File: config.mk
export PLATFORM = sky130hd
export DESIGN_NAME = scc_snoop_ctl
export DESIGN_NICKNAME = d
export VERILOG_FILES = /design/src/scc_pkg.sv /design/src/scc_fifo_if.sv /design/src/scc_fifo.sv /design/src/scc_snoop_ctl.sv
export SDC_FILE = /design/constraint.sdc
export NUM_CORES = 2
export LEC_CHECK = 0
export ABC_AREA = 1
export BUFFER_PORTS_ARGS = -buffer_cell sky130_fd_sc_hd__buf_4
export CORE_ASPECT_RATIO = 0.7
export CORE_MARGIN = 2
export CORE_UTILIZATION = 46
export CTS_CLUSTER_DIAMETER = 30
export DETAILED_ROUTE_END_ITERATION = 8
export PLACE_DENSITY = 0.66
export SYNTH_ARGS = -nofsm -noshare
export SYNTH_HDL_FRONTEND = slang
export SYNTH_SLANG_ARGS = --single-unit
File: constraint.sdc
create_clock -name clk_sys -period 3.1 [get_ports clk_sys]
set_input_delay 0.155 -clock clk_sys [delete_from_list [all_inputs] [get_ports clk_sys]]
set_output_delay 0.155 -clock clk_sys [all_outputs]
set_load 0.05 [all_outputs]
File: src/scc_pkg.sv
// Shared constants and types for the secondary cache snoop controller
package scc_pkg;
  localparam int ADDR_W = 32;
  localparam int DATA_W = 64;
  localparam int LINES = 4;
  localparam int FIFO_DEPTH = 16;
  // Byte offset bits of a 32-byte and a 64-byte line
  localparam int OFS_32 = 5;
  localparam int OFS_64 = 6;
  // Double words per line, per line size
  localparam logic [3:0] BEATS_32 = 4'h4;
  localparam logic [3:0] BEATS_64 = 4'h8;
  // Beat index bit that selects the half of a 64-byte line
  localparam int HALF_BEAT_BIT = 2;
  typedef enum logic [1:0] {
    LS_INV = 2'h0,
    LS_SU = 2'h1,
    LS_EU = 2'h2,
    LS_EM = 2'h3
  } line_state_e;
  localparam line_state_e LINE_RESET = LS_INV;
  typedef enum logic [1:0] {
    SK_READ = 2'h0,
    SK_RWITM = 2'h1,
    SK_INVAL = 2'h2,
    SK_COPYBACK = 2'h3
  } sys_kind_e;
  // Gray codes in the order listed, each code one bit from the one above it
  typedef enum logic [3:0] {
    ST_IDLE = 4'h0,
    ST_SREQ = 4'h1,
    ST_SWAIT = 4'h3,
    ST_SFILL = 4'h2,
    ST_PRIMARY_TAG_COPY = 4'h6,
    ST_PREQ = 4'h7,
    ST_PWAIT = 4'h5,
    ST_CBREQ = 4'h4,
    ST_CBWAIT = 4'hC
  } ctl_state_e;
endpackage

File: src/scc_fifo_if.sv
// Handshake bundle between the snoop controller and its stream FIFO
`timescale 1ns/1ps
interface scc_fifo_if #(parameter int W = 64);
  logic push_valid;
  logic push_ready;
  logic [W-1:0] push_data;
  logic pop_valid;
  logic pop_ready;
  logic [W-1:0] pop_data;
  modport store (input push_valid, push_data, pop_ready, output push_ready, pop_valid, pop_data);
  modport feed (output push_valid, push_data, pop_ready, input push_ready, pop_valid, pop_data);
endinterface

File: src/scc_fifo.sv
// Stream FIFO between system bus fill beats and the processor
`timescale 1ns/1ps
module scc_fifo #(
  parameter int W = 64,
  parameter int DEPTH = 16
) (
  // Clock and reset
  input wire logic clk_sys,
  input wire logic reset_n,
  // Data path
  scc_fifo_if.store port
);
  localparam int AW = $clog2(DEPTH);
  typedef struct packed {
    logic [DEPTH-1:0][W-1:0] mem;
    logic [AW-1:0] wr;
    logic [AW-1:0] rd;
    logic [AW:0] cnt;
    logic ready;
    logic valid;
    logic [W-1:0] head;
  } fifo_s;
  fifo_s q;
  fifo_s d;
  logic push;
  logic pop;

  // Pointer and count update; flags and head word registered from the next state
  always_comb
  begin
    push = port.push_valid && q.ready;
    pop = port.pop_ready && q.valid;
    d = q;
    if (push)
    begin
      d.mem[q.wr] = port.push_data;
      d.wr = q.wr + 1'b1;
    end
    if (pop)
      d.rd = q.rd + 1'b1;
    d.cnt = q.cnt + {{AW{1'b0}}, push} - {{AW{1'b0}}, pop};
    d.ready = d.cnt != (AW+1)'(DEPTH);
    d.valid = d.cnt != '0;
    d.head = d.mem[d.rd]; // Oldest word, so the read data leave a flop
  end

  // State register; empty after reset
  always_ff @(posedge clk_sys or negedge reset_n)
  begin
    if (!reset_n)
      q <= '0;
    else
      q <= d;
  end

  // Ready, valid and read data straight from flops
  assign port.push_ready = q.ready;
  assign port.pop_valid = q.valid;
  assign port.pop_data = q.head;
endmodule

File: src/scc_snoop_ctl.sv
// Snoop and coherency controller of a secondary cache
`timescale 1ns/1ps
module scc_snoop_ctl #(
  parameter int LINES = scc_pkg::LINES,
  parameter int FIFO_DEPTH = scc_pkg::FIFO_DEPTH
) (
  // Clock, reset and line size strap
  input wire logic clk_sys,
  input wire logic reset_n,
  input wire logic line64_pin,
  // Processor requests
  input wire logic cpu_req,
  input wire logic [scc_pkg::ADDR_W-1:0] cpu_addr,
  input wire logic cpu_imod,
  input wire logic cpu_global,
  input wire logic [scc_pkg::DATA_W-1:0] cpu_wdata,
  output logic cpu_done,
  output logic cpu_retry,
  output logic [scc_pkg::DATA_W-1:0] store_data,
  // Fill stream to the processor
  output logic str_valid,
  output logic [scc_pkg::DATA_W-1:0] str_data,
  input wire logic str_ready,
  // Processor bus primary cache invalidate
  output logic pbus_req,
  input wire logic pbus_grant,
  output logic pinv_start,
  output logic [scc_pkg::ADDR_W-1:0] pinv_addr,
  input wire logic pinv_done,
  // System bus master side
  output logic sbus_req,
  input wire logic sbus_grant,
  output logic sbus_start,
  output scc_pkg::sys_kind_e sbus_kind,
  output logic sbus_global,
  output logic [scc_pkg::ADDR_W-1:0] sbus_addr,
  output logic [3:0] sbus_beats,
  input wire logic sbus_done,
  input wire logic sbus_retry,
  input wire logic sbus_shared,
  input wire logic sbus_rvalid,
  input wire logic [scc_pkg::DATA_W-1:0] sbus_rdata,
  output logic sbus_rready,
  // System bus snoop side
  input wire logic snp_valid,
  input wire logic [scc_pkg::ADDR_W-1:0] snp_addr,
  input wire scc_pkg::sys_kind_e snp_kind,
  input wire logic snp_global,
  output logic snp_retry
);
  localparam int AW = scc_pkg::ADDR_W;
  localparam int O32 = scc_pkg::OFS_32;
  localparam int O64 = scc_pkg::OFS_64;
  localparam int IW = $clog2(LINES);
  localparam int TW = AW - O32;

  typedef struct packed {
    scc_pkg::ctl_state_e st;
    logic s1;
    logic l64;
    scc_pkg::line_state_e [LINES-1:0] lst;
    logic [LINES-1:0][TW-1:0] tag;
    logic [LINES-1:0][1:0] primary_tag_copy;
    logic [AW-1:0] addr;
    logic imod;
    logic glob;
    logic pend;
    logic [AW-1:0] saddr;
    logic [IW-1:0] sidx;
    logic cb;
    logic cb_imod;
    logic half;
    logic [3:0] beat;
    logic shared;
    logic [scc_pkg::DATA_W-1:0] wdata;
    logic cpu_done;
    logic cpu_retry;
    logic snp_retry;
    logic pbus_req;
    logic pinv_start;
    logic [AW-1:0] pinv_addr;
    logic sbus_req;
    logic sbus_start;
    scc_pkg::sys_kind_e sbus_kind;
    logic sbus_global;
    logic [AW-1:0] sbus_addr;
    logic [3:0] sbus_beats;
  } ctl_s;
  ctl_s q;
  ctl_s d;

  function automatic logic [IW-1:0] line_idx(input logic [AW-1:0] a, input logic l64);
    line_idx = l64 ? a[O64 +: IW] : a[O32 +: IW];
  endfunction

  function automatic logic tag_eq(input logic [TW-1:0] t, input logic [AW-1:0] a,
                                  input logic l64);
    tag_eq = l64 ? (t[TW-1:1] == a[AW-1:O64]) : (t == a[AW-1:O32]);
  endfunction

  logic [AW-1:0] lk_addr;
  logic [IW-1:0] c_idx;
  logic c_hit;
  logic [IW-1:0] s_idx;
  logic s_hit;
  logic snoop_go;
  logic same_line;
  logic hb;
  logic [3:0] nbeats;
  logic prim_next;

  scc_fifo_if #(.W(scc_pkg::DATA_W)) fifo ();

  scc_fifo #(.W(scc_pkg::DATA_W), .DEPTH(FIFO_DEPTH)) u_fifo (
    .clk_sys(clk_sys),
    .reset_n(reset_n),
    .port(fifo.store)
  );

  // Tag lookups for the processor side and the snoop side
  assign lk_addr = (q.st == scc_pkg::ST_IDLE) ? cpu_addr : q.addr;
  assign c_idx = line_idx(lk_addr, q.l64);
  assign c_hit = (q.lst[c_idx] != scc_pkg::LS_INV) && tag_eq(q.tag[c_idx], lk_addr, q.l64);
  assign s_idx = line_idx(snp_addr, q.l64);
  assign s_hit = (q.lst[s_idx] != scc_pkg::LS_INV) && tag_eq(q.tag[s_idx], snp_addr, q.l64);
  assign snoop_go = snp_valid && snp_global && s_hit
                    && (q.st == scc_pkg::ST_IDLE || q.st == scc_pkg::ST_SREQ);
  assign same_line = q.l64 ? (snp_addr[AW-1:O64] == q.addr[AW-1:O64])
                           : (snp_addr[AW-1:O32] == q.addr[AW-1:O32]);
  assign hb = q.l64 & q.addr[O32];
  assign nbeats = q.l64 ? scc_pkg::BEATS_64 : scc_pkg::BEATS_32;

  // Next state of the whole controller
  always_comb
  begin
    d = q;
    prim_next = 1'b0;
    d.s1 = line64_pin;
    d.l64 = q.s1;
    d.cpu_done = 1'b0;
    d.cpu_retry = 1'b0;
    d.snp_retry = 1'b0;
    d.pinv_start = 1'b0;
    d.sbus_start = 1'b0;
    fifo.push_valid = 1'b0;
    fifo.push_data = sbus_rdata;
    fifo.pop_ready = str_ready;
    case (q.st)
      scc_pkg::ST_IDLE:
      begin
        if (!snoop_go && cpu_req)
        begin
          d.addr = cpu_addr;
          d.imod = cpu_imod;
          d.glob = cpu_global;
          d.pend = 1'b1;
          if (c_hit && cpu_imod && cpu_global && q.lst[c_idx] == scc_pkg::LS_SU)
          begin
            d.wdata = cpu_wdata;
            d.st = scc_pkg::ST_SREQ;
          end
          else if (c_hit)
          begin
            if (cpu_imod)
              d.lst[c_idx] = scc_pkg::LS_EM;
            d.cpu_done = 1'b1;
            d.pend = 1'b0;
          end
          else
            d.st = scc_pkg::ST_SREQ;
        end
      end
      scc_pkg::ST_SREQ:
      begin
        if (!snoop_go && sbus_grant)
        begin
          d.sbus_start = 1'b1;
          d.sbus_addr = q.addr;
          d.sbus_global = q.glob;
          d.beat = 4'h0;
          d.shared = 1'b0;
          if (c_hit)
          begin
            d.sbus_kind = scc_pkg::SK_INVAL;
            d.sbus_beats = 4'h0;
            d.st = scc_pkg::ST_SWAIT;
          end
          else
          begin
            d.sbus_kind = q.imod ? scc_pkg::SK_RWITM : scc_pkg::SK_READ;
            d.sbus_beats = nbeats;
            d.st = scc_pkg::ST_SFILL;
          end
        end
      end
      scc_pkg::ST_SWAIT:
      begin
        if (sbus_retry)
          d.st = scc_pkg::ST_SREQ;
        else if (sbus_done)
        begin
          d.lst[c_idx] = scc_pkg::LS_EM;
          d.primary_tag_copy[c_idx][hb] = 1'b1;
          d.cpu_done = 1'b1;
          d.pend = 1'b0;
          d.st = scc_pkg::ST_IDLE;
        end
      end
      scc_pkg::ST_SFILL:
      begin
        d.shared = q.shared | sbus_shared;
        if (sbus_retry)
          d.st = scc_pkg::ST_SREQ;
        else
        begin
          // Only the requested half of a 64-byte line reaches the processor
          fifo.push_valid = sbus_rvalid && q.beat != nbeats
                            && (!q.l64 || q.beat[scc_pkg::HALF_BEAT_BIT] == hb);
          if (sbus_rvalid && fifo.push_ready && q.beat != nbeats)
            d.beat = q.beat + 4'h1;
          if (sbus_done && q.beat == nbeats)
          begin
            d.tag[c_idx] = q.addr[AW-1:O32];
            d.primary_tag_copy[c_idx] = 2'b00;
            d.primary_tag_copy[c_idx][hb] = 1'b1;
            d.lst[c_idx] = q.imod ? scc_pkg::LS_EM
                         : (d.shared ? scc_pkg::LS_SU : scc_pkg::LS_EU);
            d.cpu_done = 1'b1;
            d.pend = 1'b0;
            d.st = scc_pkg::ST_IDLE;
          end
        end
      end
      scc_pkg::ST_PRIMARY_TAG_COPY:
      begin
        if (q.primary_tag_copy[q.sidx][q.half])
          d.st = scc_pkg::ST_PREQ;
        else
          prim_next = 1'b1;
      end
      scc_pkg::ST_PREQ:
      begin
        if (pbus_grant)
        begin
          d.pinv_start = 1'b1;
          d.pinv_addr = {q.saddr[AW-1:O64], q.l64 ? q.half : q.saddr[O32], {O32{1'b0}}};
          d.st = scc_pkg::ST_PWAIT;
        end
      end
      scc_pkg::ST_PWAIT:
      begin
        if (pinv_done)
        begin
          d.primary_tag_copy[q.sidx][q.half] = 1'b0;
          prim_next = 1'b1;
        end
      end
      scc_pkg::ST_CBREQ:
      begin
        if (sbus_grant)
        begin
          d.sbus_start = 1'b1;
          d.sbus_kind = scc_pkg::SK_COPYBACK;
          d.sbus_global = 1'b0;
          d.sbus_addr = {q.saddr[AW-1:O64], q.l64 ? 1'b0 : q.saddr[O32], {O32{1'b0}}};
          d.sbus_beats = nbeats;
          d.st = scc_pkg::ST_CBWAIT;
        end
      end
      scc_pkg::ST_CBWAIT:
      begin
        if (sbus_retry)
          d.st = scc_pkg::ST_CBREQ;
        else if (sbus_done)
        begin
          d.lst[q.sidx] = q.cb_imod ? scc_pkg::LS_INV : scc_pkg::LS_SU;
          d.cb = 1'b0;
          d.st = q.pend ? scc_pkg::ST_SREQ : scc_pkg::ST_IDLE;
        end
      end
      default:
        d.st = scc_pkg::ST_IDLE;
    endcase
    // Next half, copyback, or back to the pending request
    if (prim_next)
    begin
      if (q.l64 && !q.half)
      begin
        d.half = 1'b1;
        d.st = scc_pkg::ST_PRIMARY_TAG_COPY;
      end
      else
        d.st = q.cb ? scc_pkg::ST_CBREQ : (q.pend ? scc_pkg::ST_SREQ : scc_pkg::ST_IDLE);
    end
    // Snoop hit takes over from an idle or waiting controller
    if (snoop_go)
    begin
      d.saddr = snp_addr;
      d.sidx = s_idx;
      d.half = 1'b0;
      d.cb = q.lst[s_idx] == scc_pkg::LS_EM && snp_kind != scc_pkg::SK_INVAL;
      d.cb_imod = snp_kind != scc_pkg::SK_READ;
      if (d.cb)
      begin
        d.snp_retry = 1'b1;
        d.st = scc_pkg::ST_PRIMARY_TAG_COPY;
      end
      else if (snp_kind == scc_pkg::SK_READ)
        d.lst[s_idx] = scc_pkg::LS_SU;
      else
      begin
        d.lst[s_idx] = scc_pkg::LS_INV;
        if (q.primary_tag_copy[s_idx] != 2'b00)
        begin
          d.st = scc_pkg::ST_PRIMARY_TAG_COPY;
          if (q.st == scc_pkg::ST_SREQ && same_line)
          begin
            d.cpu_retry = 1'b1;
            d.pend = 1'b0;
          end
        end
      end
    end
    d.sbus_req = d.st == scc_pkg::ST_SREQ || d.st == scc_pkg::ST_CBREQ;
    d.pbus_req = d.st == scc_pkg::ST_PREQ;
  end

  // State register; all-zero is idle with every line invalid
  always_ff @(posedge clk_sys or negedge reset_n)
  begin
    if (!reset_n)
      q <= '0;
    else
      q <= d;
  end

  // Outputs from flops
  assign cpu_done = q.cpu_done;
  assign cpu_retry = q.cpu_retry;
  assign store_data = q.wdata;
  assign str_valid = fifo.pop_valid;
  assign str_data = fifo.pop_data;
  assign pbus_req = q.pbus_req;
  assign pinv_start = q.pinv_start;
  assign pinv_addr = q.pinv_addr;
  assign sbus_req = q.sbus_req;
  assign sbus_start = q.sbus_start;
  assign sbus_kind = q.sbus_kind;
  assign sbus_global = q.sbus_global;
  assign sbus_addr = q.sbus_addr;
  assign sbus_beats = q.sbus_beats;
  assign sbus_rready = fifo.push_ready;
  assign snp_retry = q.snp_retry;
endmodule

==> summary.txt <==
Synthesis
  – Async set-reset flop share out of synthesis: 1.000
  – Top FF cell, synth: dfrtp_1
  – Synth Warn #: 0
  – Synthesized area: 66020 sq um
  – Sequential area share after synthesis: 0.5458
  – Cells after Synth: 7774
  – Avg Synthesized Cell Area: 8.492 sq um
  – Synth Register Bits: 1440
  – Post-synth EDFFs: 0
  – Synth cell types: 53

Power
  – Net load switching power: 35.46 mW
  – P per Cell Area: 1023 nW/um^2
  – VDD IR max: 0.9605 mV
  – Clock power share: 0.337
  – Seq pwr share: 0.267
  – Net switching share of the total power: 0.3888
  – Total power: 91.20 mW
  – Combinational fraction of design power: 0.395
  – P_int: 55.74 mW
  – Leakage: 42.15 nW

STA
  – # setup viols final: 157
  – Max-Slew Margin vs Limit: 0.3397
  – Final Max Tran Viols: 0
  – Worst-Margin Slew: 0.9904 ns
  – Fin crit share: 1.101
  – Final setup margin: -0.3140 ns
  – Highest clock rate: 292.9 MHz
  – RSZ-0062 raised after global routing: yes
  – Worst clock skew: 0.06122 ns
  – Final hold vios: 0
  – Final min period: 3.414 ns

Global routing
  – Pin count of the biggest net entering global routing: 103
  – Global-route wire length before repair: 352600 um
  – Initial antenna violation count: 10
  – Gr ovfl total: 0
  – Vias in the first global route: 58970
  – Global Route Usage Sum: 0.3059

Placement
  – IO Port Bufs: 405
  – Gpl congestion: 1.013
  – Placed cells: 9898
  – Post-DP HPWL: 137100 um
  – Post-Place Setup Slack: -0.3119 ns

Critical path
  – Bufs and invs on worst path: 7
  – Critical-path cell list: buf_4, buf_4, nand3_1, nand2_1, nand2_1, and3_1, nand2_1, buf_8, clkinv_8, buf_12, nand3_4, buf_4, buf_6, nand2_1, o21ai_1, o21ai_0, o22ai_1, o21ai_1, o21ai_4
  – CP most frequent cell: nand2_1
  – CP top delay family: buffers and inverters
  – CP endpoint kind: register
  – Reg2reg start: q[343]
  – Critical Path Source Type: register
  – Worst EP required: 3.83 ns
  – Reg2Reg Depth: 19
  – FF-to-FF End: u_fifo.port.pop_data[8]
  – CP arrival: 4.15 ns
  – CP max stage cell: dfrtp_2
  – Largest stage delay on the critical path: 0.45 ns
  – R2R setup slack: -0.31 ns
  – Critical path class: reg2reg
  – Crit-path max FO: 20

Floorplan
  – Rows: 116
  – Io pins: 418
  – Initial core utilization: 0.4627
  – Die Height: 321.0 um
  – Die area: 146600 sq um
  – CORE AREA: 142700 sq um
  – Chip width: 456.8 um

Run status
  – Status: finished, violations left
  – Failing checks: setup timing

Detailed routing
  – DRC: 0
  – DR WL/cell: 22.56 um
  – Initial DRC count: 8214
  – Antenna viol nets, final: 0
  – Met2 Routed Length: 104000 um
  – Total length of routed wires: 242200 um
  – Routed met1 length: 103300 um
  – DR top layer: met5
  – 1st-pass router iterations: 9
  – Via Count: 61880
  – DR WL met3: 26370 um
  – Via-to-Cell Ratio: 5.764

Cells and area
  – Layout Nets: 8864
  – P&R area growth vs syn: 35.06%
  – Non-Filler Instances: 10740
  – Share of cells above drive strength 1: 0.2191

Flow run
  – Maxcap violations: 0

Hold path
  – Worst min-delay path startpoint: cpu_addr[20]
  – Hold WC Path Type: in2reg
  – WHS Endpoint: q[207]
  – Worst Hold Depth: 4

Clock network
  – Clock Latency Late Sink: 0.91 ns
  – CTS root buffer: clkbuf_16
  – CTS tree: yes
  – Num CTS Buffers: 281
  – Max Buffers Root-to-Sink: 4
  – Htree depth: 5
  – Clock sink total: 1440
  – Clock-pin transition on the worst setup and hold timing paths: 0.05 ns
[timing repair]
item	in CTS	in global routing
setup buffers	34	63
pin swaps	29	110
hold endpoints to repair	2297	0
cloned	19	35
setup endpoints to repair	177	215
hold buffers	209	0
resized for setup	116	533
[cell type report]
class                      count  area, sq um
tap                         1888         2362
sequential                  1440        36040
inverter                     275         1075
timing repair buffer        1363        13850
clock buffer                 338         7702
multi-input combinational   5280        26290
fill                       11410        53500
antenna                        3        7.507
clock inverter               149         1846
[synthesized netlist by cell type (all sizes together) (2+ instances only)]
cell	count	share of area
o21ai	1939	0.15
nand2	1907	0.11
dfrtp	1440	0.55
nor2	702	0.040
clkbuf	528	0.030
inv	272	0.015
buf	258	0.028
o22ai	151	0.014
nand3	145	0.011
o221ai	107	0.014
mux2	90	0.019
o211ai	55	0.0063
a21oi	49	0.0037
nand4	26	0.0027
xnor2	22	0.0029
xor2	15	0.0020
ha	12	0.0023
nand3b	12	0.0014
o2111ai	6	0.00080
a22oi	4	0.00045
a31oi	4	0.00038
nor4	4	0.00038
o31ai	4	0.00045
clkinv	3	0.00017
nor3	3	0.00023
a41oi	2	0.00027
o32ai	2	0.00027
or2	2	0.00019
[logic make-up after synthesis]
group | count (synthesis) | share of synthesized area
flip-flops | 1440 | 0.5458
multiplexers | 90 | 0.01876
AND/OR/NAND/NOR | 2803 | 0.1654
other | 1 | 0.00005680
adder cells (fa/ha/maj) | 13 | 0.002577
XOR/XNOR | 37 | 0.004909
AO/OA/AOI/OAI | 2329 | 0.1889
buffers and inverters | 1061 | 0.07361
[per-layer routing]
| metal | vias to the layer above | GRT usage |
|---|---|---|
| met2 | 3480 | 0.4440 |
| met1 | 30190 | 0.4449 |
| li1 | 27630 | - |
| met3 | 574 | 0.07230 |
| met5 | - | 0 |
| met4 | 8 | 0.1124 |
[stage by stage]
stage          area [sq um]    util  setup TNS, ns  hold WS, ns
2_1_floorplan         66040       -              0      -0.1406
3_3_place_gp          74000  0.5187         -19.30       0.2053
3_5_place_dp          74000  0.5187         -26.41       0.2007
4_1_cts               86890  0.6090         -9.689     0.002978
5_1_grt               89170  0.6250         -44.16      0.02272
6_report              89170  0.6250         -23.12      0.04906
[tightest hold or removal path: cells and delay by family]
family | cells | cell delay (ns)
buf+inv | 2 | 0.65
compound gates | 1 | 0.06
simple gates | 1 | 0.04
[power groups by stage]
stage / Clock [mW] / Sequential, mW / Combinational (mW)
after floorplan: 0 / 24.0 / 20.6
after detailed placement: 0 / 24.5 / 32.8
after global routing: 32.1 / 24.6 / 38.8
final: 30.8 / 24.4 / 36.1
after CTS: 31.0 / 24.2 / 34.2
after global placement: 0 / 24.4 / 32.5
[worst max-delay path by stage]
stage,startpoint,end,slack [ns],cells past startpoint
2_1_floorplan,q[346],store_data[10],0.24,20
5_1_grt,q[347],u_fifo.port.pop_data[8],-0.42,20
3_5_place_dp,q[348],store_data[48],-0.31,20
4_1_cts,q[345],store_data[38],-0.17,22
6_report,q[343],u_fifo.port.pop_data[8],-0.31,19
3_3_place_gp,q[348],store_data[29],-0.24,20
[sequential cells by signal, indices dropped and copies added (netlist names), 2 cells and up]
| register | flops |
|---|---|
| u_fifo.q | 1037 |
| sbus_kind | 2 |
| sbus_beats | 2 |
| sbus_addr | 32 |
| q | 201 |
| u_fifo.port.pop_data | 64 |
| pinv_addr | 27 |
| store_data | 64 |
[placed cells by master (no fill, tap or decap), types with 45 or more instances in the layout]
master	synthesis	routed
inv_1	265	260
dlygate4sd3_1	0	208
buf_12	0	148
o221ai_1	107	101
mux2_4	60	60
o211ai_1	55	55
buf_6	7	52
o21ai_0	1888	1585
clkbuf_16	0	314
nand3_1	143	114
buf_4	210	893
o22ai_1	151	150
nand2_1	1905	1832
o21ai_1	50	299
nor2_1	695	675
nand2_2	1	45
dfrtp_1	1440	1439
Note: power is estimated with default switching activity, not from simulation.
